--- config.mk ---
export PLATFORM = sky130hd
export DESIGN_NAME = qtm_monitor
export DESIGN_NICKNAME = d
export VERILOG_FILES = /design/src/logic/qtm_pkg.sv /design/src/logic/qtm_trip_bank.sv /design/src/logic/qtm_monitor.sv
export SDC_FILE = /design/constraint.sdc
export NUM_CORES = 1
export LEC_CHECK = 0
export BUFFER_PORTS_ARGS = -buffer_cell sky130_fd_sc_hd__buf_2
export CAP_MARGIN = 20
export CORE_ASPECT_RATIO = 1.2
export CORE_MARGIN = 4
export CORE_UTILIZATION = 45
export CTS_CLUSTER_SIZE = 40
export DETAILED_ROUTE_END_ITERATION = 10
export HOLD_SLACK_MARGIN = 0.08
export PLACE_DENSITY_LB_ADDON = 0.1
export SYNTH_ARGS = -nofsm -noshare
export SYNTH_HDL_FRONTEND = slang
export SYNTH_SLANG_ARGS = --single-unit
--- constraint.sdc ---
create_clock -name clk -period 23.3 [get_ports clk]
set_input_delay 3.495 -clock clk [delete_from_list [all_inputs] [get_ports clk]]
set_output_delay 3.495 -clock clk [all_outputs]
set_load 0.1 [all_outputs]
--- src/logic/qtm_pkg.sv ---
// Purpose: Shared constants for the quick trip threshold monitor
// Assumes: 16-bit register port, 25 MHz core clock
// Notes: Register offsets are word addresses on the plain register port
package qtm_pkg;
  // Register offsets
  localparam logic [2:0] ADDR_CONTROL = 3'h0;
  localparam logic [2:0] ADDR_PORT = 3'h1;
  localparam logic [2:0] ADDR_LOW_LOWER = 3'h2;
  localparam logic [2:0] ADDR_HIGH_LOWER = 3'h3;
  localparam logic [2:0] ADDR_LOW_UPPER = 3'h4;
  localparam logic [2:0] ADDR_HIGH_UPPER = 3'h5;
  localparam logic [2:0] ADDR_BOUNDS = 3'h6;
  // Control register fields
  localparam int CTL_ENABLE_BIT = 12;
  localparam int CTL_LIST_BIT = 7;
  localparam int CTL_LOWHIGH_BIT = 4;
  localparam int CTL_INDEX_LSB = 0;
  // Port fields
  localparam int THR_WIDTH = 10;
  localparam int ENTRY_PAIR_BIT = 4;
  localparam int ENTRY_WIDTH = 5;
  // Bounds register fields
  localparam int BOUNDS_FIRST_LSB = 8;
  localparam int BOUNDS_LAST_LSB = 0;
  // Trip register fields
  localparam int TRIP_MASK_LSB = 8;
  // Reset values
  localparam logic [15:0] RESET_WORD = 16'h0000;
  // Wake delay after enable
  localparam int WAKE_CLOCKS = 120;
  localparam logic [6:0] WAKE_COUNT = 7'(WAKE_CLOCKS);
  typedef enum logic [1:0] {QTM_IDLE, QTM_WAKE, QTM_LOW, QTM_HIGH} qtm_state_type;
endpackage

--- src/logic/qtm_trip_bank.sv ---
// Purpose: Eight trip flags with their mask bits
// Assumes: Caller decodes writes to this register
// Notes: Hardware set wins over a software clear
`timescale 1ns/10ps
module qtm_trip_bank
  import qtm_pkg::*;
(
  input wire logic clk,
  input wire logic reset,
  input wire logic wr,
  input wire logic [15:0] wdata,
  input wire logic [7:0] hw_set,
  output logic [15:0] value,
  output logic irq
);
  logic [7:0] flag_q, flag_d, mask_q, mask_d;

  // Next flags and masks
  always_comb begin
    flag_d = flag_q;
    mask_d = mask_q;
    if (wr) begin
      flag_d = wdata[7:0];
      mask_d = wdata[TRIP_MASK_LSB +: 8];
    end
    flag_d = flag_d | hw_set;
  end

  always_ff @(posedge clk or posedge reset) begin
    if (reset) begin
      flag_q <= 8'h00;
      mask_q <= 8'h00;
    end else begin
      flag_q <= flag_d;
      mask_q <= mask_d;
    end
  end

  assign value = {mask_q, flag_q};
  assign irq = |(flag_q & mask_q);
endmodule

--- src/logic/qtm_monitor.sv ---
// Purpose: Register file and scan sequencer of the quick trip monitor
// Assumes: Comparator result arrives combinationally for the selected input
// Notes: Read data stand one cycle after the read strobe
// Behaviour
// Port reaches thresholds when list select is 0, scan list when 1
// Low/high select picks low or high threshold entry at the index
// Thresholds store data bits 9:0; upper bits ignored, read zero
// List entry bit 4 selects single-ended (0) or differential (1)
// List entry bits 3:0 select input; differential codes 8 and up invalid
// Low lower flags set when entries 0-7 measure below low threshold
// Low lower bits 15:8 enable interrupts for matching flags
// High lower flags set when entries 0-7 measure above high threshold
// High lower bits 15:8 mask their flags bit for bit
// Low upper register holds flags and enables for entries 8-15
// High upper register holds flags and enables for entries 8-15
// Software clears flags itself by writing zero
// Software write of one sets a flag like a trip
// Bounds register holds scan start index in bits 11:8
// Bounds register holds scan end index in bits 3:0
// Index increments after every port read or write
// Scan walks circularly from start to end, wrapping 15 to 0
// Each entry compared low then high, 10-bit compares, repeatedly
// Wait 120 clocks after enable; stop when enable cleared
// Interrupt is OR of enabled flags; flags stay set on recurring trips
//
// The register offsets and the plain strobed port were left to the implementer.
`timescale 1ns/10ps
module qtm_monitor
  import qtm_pkg::*;
(
  input wire logic clk,
  input wire logic reset,
  input wire logic [2:0] addr,
  input wire logic [15:0] wdata,
  input wire logic wr,
  input wire logic rd,
  output logic [15:0] rdata,
  input wire logic [9:0] sample,
  output logic [3:0] input_number,
  output logic pair_input_select,
  output logic input_invalid,
  output logic sample_active,
  output logic irq
);
  ////////////////////////////////////////////////////////////////////////////
  // Storage
  logic [9:0] low_thr_q [16];
  logic [9:0] high_thr_q [16];
  logic [4:0] list_q [16];
  logic scan_enable_q, scan_enable_d;
  logic list_access_select_q, list_access_select_d;
  logic low_high_select_q, low_high_select_d;
  logic [3:0] entry_index_q, entry_index_d;
  logic [3:0] first_entry_q, first_entry_d;
  logic [3:0] last_entry_q, last_entry_d;
  logic [15:0] rdata_q, rdata_d;
  qtm_state_type state_q, state_d;
  logic [6:0] wait_q, wait_d;
  logic [3:0] scan_ptr_q, scan_ptr_d;
  logic [3:0] input_number_q, input_number_d;
  logic pair_q, pair_d, invalid_q, invalid_d, active_q, active_d;
  logic irq_q;
  logic [15:0] low_set, high_set;
  logic [15:0] low_lo_val, high_lo_val, low_hi_val, high_hi_val;
  logic [3:0] irq_bank;
  logic port_access;
  logic [15:0] port_word;

  assign port_access = (wr | rd) && addr == ADDR_PORT;

  ////////////////////////////////////////////////////////////////////////////
  // Control, bounds and index registers
  always_comb begin
    scan_enable_d = scan_enable_q;
    list_access_select_d = list_access_select_q;
    low_high_select_d = low_high_select_q;
    entry_index_d = entry_index_q;
    first_entry_d = first_entry_q;
    last_entry_d = last_entry_q;
    if (wr && addr == ADDR_CONTROL) begin
      scan_enable_d = wdata[CTL_ENABLE_BIT];
      list_access_select_d = wdata[CTL_LIST_BIT];
      low_high_select_d = wdata[CTL_LOWHIGH_BIT];
      entry_index_d = wdata[CTL_INDEX_LSB +: 4];
    end
    if (wr && addr == ADDR_BOUNDS) begin
      first_entry_d = wdata[BOUNDS_FIRST_LSB +: 4];
      last_entry_d = wdata[BOUNDS_LAST_LSB +: 4];
    end
    if (port_access) begin
      entry_index_d = entry_index_q + 4'h1;
    end
  end

  always_ff @(posedge clk or posedge reset) begin
    if (reset) begin
      scan_enable_q <= 1'b0;
      list_access_select_q <= 1'b0;
      low_high_select_q <= 1'b0;
      entry_index_q <= 4'h0;
      first_entry_q <= 4'h0;
      last_entry_q <= 4'h0;
    end else begin
      scan_enable_q <= scan_enable_d;
      list_access_select_q <= list_access_select_d;
      low_high_select_q <= low_high_select_d;
      entry_index_q <= entry_index_d;
      first_entry_q <= first_entry_d;
      last_entry_q <= last_entry_d;
    end
  end

  ////////////////////////////////////////////////////////////////////////////
  // Indirect arrays, written through the port
  always_ff @(posedge clk or posedge reset) begin
    if (reset) begin
      for (int i = 0; i < 16; i++) begin
        low_thr_q[i] <= 10'h000;
        high_thr_q[i] <= 10'h000;
        list_q[i] <= 5'h00;
      end
    end else if (wr && addr == ADDR_PORT) begin
      if (list_access_select_q) begin
        list_q[entry_index_q] <= wdata[ENTRY_WIDTH-1:0];
      end else if (low_high_select_q) begin
        high_thr_q[entry_index_q] <= wdata[THR_WIDTH-1:0];
      end else begin
        low_thr_q[entry_index_q] <= wdata[THR_WIDTH-1:0];
      end
    end
  end

  // Port read word, upper bits zero
  always_comb begin
    if (list_access_select_q) begin
      port_word = {11'h000, list_q[entry_index_q]};
    end else if (low_high_select_q) begin
      port_word = {6'h00, high_thr_q[entry_index_q]};
    end else begin
      port_word = {6'h00, low_thr_q[entry_index_q]};
    end
  end

  ////////////////////////////////////////////////////////////////////////////
  // Trip banks
  qtm_trip_bank u_low_lower (.clk(clk), .reset(reset), .wr(wr && addr == ADDR_LOW_LOWER), .wdata(wdata),
    .hw_set(low_set[7:0]), .value(low_lo_val), .irq(irq_bank[0]));
  qtm_trip_bank u_high_lower (.clk(clk), .reset(reset), .wr(wr && addr == ADDR_HIGH_LOWER), .wdata(wdata),
    .hw_set(high_set[7:0]), .value(high_lo_val), .irq(irq_bank[1]));
  qtm_trip_bank u_low_upper (.clk(clk), .reset(reset), .wr(wr && addr == ADDR_LOW_UPPER), .wdata(wdata),
    .hw_set(low_set[15:8]), .value(low_hi_val), .irq(irq_bank[2]));
  qtm_trip_bank u_high_upper (.clk(clk), .reset(reset), .wr(wr && addr == ADDR_HIGH_UPPER), .wdata(wdata),
    .hw_set(high_set[15:8]), .value(high_hi_val), .irq(irq_bank[3]));

  ////////////////////////////////////////////////////////////////////////////
  // Read data, one cycle after strobe
  always_comb begin
    rdata_d = RESET_WORD;
    if (rd) begin
      unique case (addr)
        ADDR_CONTROL: rdata_d = {3'h0, scan_enable_q, 4'h0, list_access_select_q, 2'h0,
                                 low_high_select_q, entry_index_q};
        ADDR_PORT: rdata_d = port_word;
        ADDR_LOW_LOWER: rdata_d = low_lo_val;
        ADDR_HIGH_LOWER: rdata_d = high_lo_val;
        ADDR_LOW_UPPER: rdata_d = low_hi_val;
        ADDR_HIGH_UPPER: rdata_d = high_hi_val;
        ADDR_BOUNDS: rdata_d = {4'h0, first_entry_q, 4'h0, last_entry_q};
        default: rdata_d = RESET_WORD; // Unmapped reads zero
      endcase
    end
  end

  ////////////////////////////////////////////////////////////////////////////
  // Scan sequencer
  always_comb begin
    state_d = state_q;
    wait_d = wait_q;
    scan_ptr_d = scan_ptr_q;
    low_set = 16'h0000;
    high_set = 16'h0000;
    unique case (state_q)
      QTM_IDLE: begin
        if (scan_enable_q) begin
          state_d = QTM_WAKE;
          wait_d = 7'h01;
        end
      end
      QTM_WAKE: begin
        if (wait_q == WAKE_COUNT) begin
          state_d = QTM_LOW;
          scan_ptr_d = first_entry_q;
        end else begin
          wait_d = wait_q + 7'h01;
        end
      end
      QTM_LOW: begin
        if (active_q && sample < low_thr_q[scan_ptr_q]) begin
          low_set[scan_ptr_q] = 1'b1;
        end
        state_d = QTM_HIGH;
      end
      QTM_HIGH: begin
        if (active_q && sample > high_thr_q[scan_ptr_q]) begin
          high_set[scan_ptr_q] = 1'b1;
        end
        state_d = QTM_LOW;
        if (scan_ptr_q == last_entry_q) begin
          scan_ptr_d = first_entry_q;
        end else begin
          scan_ptr_d = scan_ptr_q + 4'h1;
        end
      end
    endcase
    if (!scan_enable_q) begin
      state_d = QTM_IDLE;
    end
  end

  // Input selection for the comparator
  always_comb begin
    input_number_d = list_q[scan_ptr_d][3:0];
    pair_d = list_q[scan_ptr_d][ENTRY_PAIR_BIT];
    invalid_d = pair_d && input_number_d[3];
    active_d = (state_d == QTM_LOW || state_d == QTM_HIGH) && !invalid_d;
  end

  always_ff @(posedge clk or posedge reset) begin
    if (reset) begin
      state_q <= QTM_IDLE;
      wait_q <= 7'h00;
      scan_ptr_q <= 4'h0;
      rdata_q <= RESET_WORD;
      input_number_q <= 4'h0;
      pair_q <= 1'b0;
      invalid_q <= 1'b0;
      active_q <= 1'b0;
      irq_q <= 1'b0;
    end else begin
      state_q <= state_d;
      wait_q <= wait_d;
      scan_ptr_q <= scan_ptr_d;
      rdata_q <= rdata_d;
      input_number_q <= input_number_d;
      pair_q <= pair_d;
      invalid_q <= invalid_d;
      active_q <= active_d;
      irq_q <= |irq_bank;
    end
  end

  assign rdata = rdata_q;
  assign input_number = input_number_q;
  assign pair_input_select = pair_q;
  assign input_invalid = invalid_q;
  assign sample_active = active_q;
  assign irq = irq_q;
endmodule

==> metrics.md <==
| Metric | Value |
|---|---|
| Vias | `17,500` |
| Clock buffer depth | `3` |
| Core footprint | `59,800 µm²` |
| Hold crit path type | `reg -> reg` |
| DRT antenna net count | `0` |
| Global route total overflow | `0` |
| Final max-slew violation count | `0` |
| Avg WL per Cell | `28.6 µm` |
| Post-layout util | `50.5%` |
| Iter 0 DRT Violations | `1,588` |
| Post-Layout Cell Count | `2,802` |
| CP endpoint kind | `register` |
| Setup-failing EPs final | `0` |
| Crit-path cells | `buf_2, inv_1, nor4_2, and3_1, nand3_1, mux2_2` |
| Clock Sinks | `516` |
| RSZ-0062 raised after global routing | `no` |
| Crit path kind | `in -> reg` |
| CTS resizes | `0` |
| Largest stage delay on the critical path | `910 ps` |
| Via density | `6.24` |
| Initial antenna violation count | `1` |
| Layout cells sized above 1 | `43.1%` |
| Clk Latency, worst-skew pair | `620 ps` |
| Die W | `233 µm` |
| Final min period | `6470 ps` |
| Hold Buf Count CTS | `0` |
| Maxcap violations | `0` |
| Sequential Area | `12,900 µm²` |
| Hold path endpoint | `high_thr_q[135]$_DFFE_PP0P_` |
| Post-synthesis async set-or-reset flop share | `100%` |
| Main synth FF type | `dfrtp_1` |
| HPWL after DPL | `50,400 µm` |
| Synthesized area per cell | `13.9 µm²` |
| CTS Buf Count | `55` |
| Maximum vdd drop | `0.0494 mV` |
| # nets final | `2,017` |
| Vias in the first global route | `18,200` |
| Reg2reg start | `scan_ptr_q[0]$_DFF_PP0_` |
| Actual slew at the worst max-slew pin | `1200 ps` |
| Hold_ws | `516 ps` |
| Die Y | `278 µm` |
| Htree depth | `2` |
| Ports | `57` |
| Hold path depth | `1` |
| Synthesized area | `27,300 µm²` |
| Post-CTS Setup Inserts | `0` |
| Port buffer count | `56` |
| YS warnings | `0` |
| First-pass GRT wire length | `121,000 µm` |
| Pin count of the biggest net entering global routing | `137` |
| CTS root buf | `clkbuf_16` |
| Syn nets | `2,028` |
| Tcrit/Tclk final | `27.8%` |
| Startpoint types | `primary input` |
| GRT Util Overall | `24.9%` |
| CP max FO | `30` |
| Setup TNS | `0 ps` |
| Design area | `30,200 µm²` |
| Layout area overhead | `10.5%` |
| P per Cell Area | `86.7 nW/µm²` |
| Rel. slew slack | `20.0%` |
| FP Rows | `98` |
| Worst R2R End | `u_high_lower.flag_q[2]$_DFF_PP0_` |
| Seq/Total Area, Yosys | `47.3%` |
| Register-to-Register Setup Slack | `18,140 ps` |
| CTS tree | `done` |
| Placed cell area | `28,200 µm²` |
| Area of the multi-input gates | `13,700 µm²` |
| Cells after Synth | `1,966` |
| Number of synthesized flops with an enable pin | `0` |
| Cell variety after synth | `58` |
| Ant. Diodes | `0` |
| Hold Fails Final Rpt | `0` |
| Fillers | `5,221` |
| Clk_skew | `29.5 ps` |
| Die area | `64,800 µm²` |
| Starting Density | `45.7%` |
| Fmax | `154 MHz` |
| Yosys reg bits | `516` |
| Outcome | `finished clean` |
| Critical-path top delay cell | `nand3_1` |
| Worst endpoint required time | `23,790 ps` |
| Clk pin slew, worst setup/hold paths | `60 ps` |
| Reg2Reg Depth | `10` |
| CP Data Arrival Time | `6960 ps` |
| GPL Wtd Cong | `0.881` |
| Static leakage | `13.4 nW` |
| # DRC | `0` |
| Hold Startpoint | `high_thr_q[135]$_DFFE_PP0P_` |
| Overall routed net length | `80,100 µm` |
| First drt pass iteration count | `7` |
| Placed Cells | `2,694` |
==> state kept, by name, indices dropped and copies added, names as in the netlist, 2 cells and up <==
register / flops
u_low_lower.flag_q: 8
scan_ptr_q: 4
u_high_upper.mask_q: 8
wait_q: 7
u_high_lower.flag_q: 8
u_high_lower.mask_q: 8
state_q: 2
low_thr_q: 160
list_q: 80
u_low_upper.flag_q: 8
rdata: 16
u_high_upper.flag_q: 8
entry_index_q: 4
first_entry_q: 4
u_low_lower.mask_q: 8
last_entry_q: 4
high_thr_q: 160
input_number: 4
u_low_upper.mask_q: 8
==> layer usage <==
layer / vias to the layer above / share of wire, % / track usage (%)
met1: 9393 / 42 / 34.6
met2: 546 / 50 / 41.6
met5: - / 0.010 / 0
met3: 132 / 5.4 / 3.22
met4: 2 / 2.8 / 6.55
li1: 7420 / - / -
==> final cells by class <==
type	instances	area share, %
timing repair buffer	83	1.83
sequential	516	42.8
tap	800	3.31
clock buffer	78	5.27
inverter	31	0.410
clock inverter	26	1.09
multi-input combinational	1268	45.3
==> stage by stage <==
| step | worst slack (ps) | power, W |
|---|---|---|
| detailed placement | 16300 | 0.00170 |
| global placement | 16310 | 0.00168 |
| finish | 16830 | 0.00262 |
| global route | 16730 | 0.00273 |
| CTS | 16940 | 0.00264 |
| floorplan | 5390 | 0.00153 |
==> placed cells by master (no fill, tap or decap), drive strengths merged, types with 3 or more instances in the layout <==
| cell type | n |
|---|---|
| a211oi | 4 |
| a21o | 5 |
| a21oi | 24 |
| a221oi | 11 |
| a222oi | 8 |
| a22o | 9 |
| a22oi | 19 |
| and2 | 8 |
| and3 | 5 |
| buf | 83 |
| bufinv | 7 |
| clkbuf | 78 |
| clkinv | 13 |
| clkinvlp | 3 |
| dfrtp | 516 |
| ha | 29 |
| inv | 34 |
| mux2 | 421 |
| mux2i | 39 |
| mux4 | 238 |
| nand2 | 161 |
| nand2b | 6 |
| nand3 | 36 |
| nand4 | 12 |
| nor2 | 129 |
| nor2b | 12 |
| o21a | 5 |
| o21ai | 12 |
| o22ai | 35 |
| or2 | 4 |
| xor2 | 8 |
==> synthesized netlist by cell type, types with 9 or more instances <==
cell        n  area share (%)
buf_1      27            0.37
a22o_1      9            0.29
nand2_1   161             2.2
nor2_2     10            0.23
a21oi_1    24            0.44
ha_1       29             1.3
nand4_1    12            0.27
mux4_2    238              20
o21ai_0    12            0.22
clkbuf_1  103             1.4
mux2i_1    39             1.4
buf_2      15            0.27
mux2_2    421              17
dfrtp_1   516              47
nand3_1    36            0.66
a221oi_1   11            0.35
o22ai_1    35            0.80
inv_1      30            0.41
nor2b_1    12            0.27
nor2_1    119             1.6
a22oi_1    19            0.52
==> cell families after synthesis <==
logic type / after synthesis / synth area share (%)
adders and majority gates: 29 / 1.33
and+or+nand+nor: 386 / 6.22
xor gates and xnor gates: 9 / 0.288
AOI/OAI and AO/OA: 146 / 3.83
muxes: 698 / 38.4
buffers and inverters: 182 / 2.69
DFF: 516 / 47.3
==> critical path: cells and delay by family <==
kind / cells / cell delay, ps
and+or+nand+nor: 3 / 2050
buffers and inverters: 2 / 800
muxes: 1 / 600
==> worst max path at each step <==
stage,startpoint,endpoint,slack [ps],depth (start not counted)
global route,addr[0],list_q[21]$_DFFE_PP0P_,16730,6
global placement,addr[0],low_thr_q[115]$_DFFE_PP0P_,16310,7
CTS,addr[0],high_thr_q[63]$_DFFE_PP0P_,16940,6
floorplan,reset,entry_index_q[0]$_DFFE_PP0P_,5390,1
finish,addr[0],high_thr_q[63]$_DFFE_PP0P_,16830,6
detailed placement,addr[0],high_thr_q[63]$_DFFE_PP0P_,16300,6
==> power breakdown <==
part	switching, W	leakage, nW	internal (W)	total [W]
combinational	0.000268	5.53	0.000275	0.000543
sequential	0.000124	6.93	0.00102	0.00114
clock	0.000381	0.947	0.000554	0.000935
No activity file was read; power rests on OpenSTA's default activity.
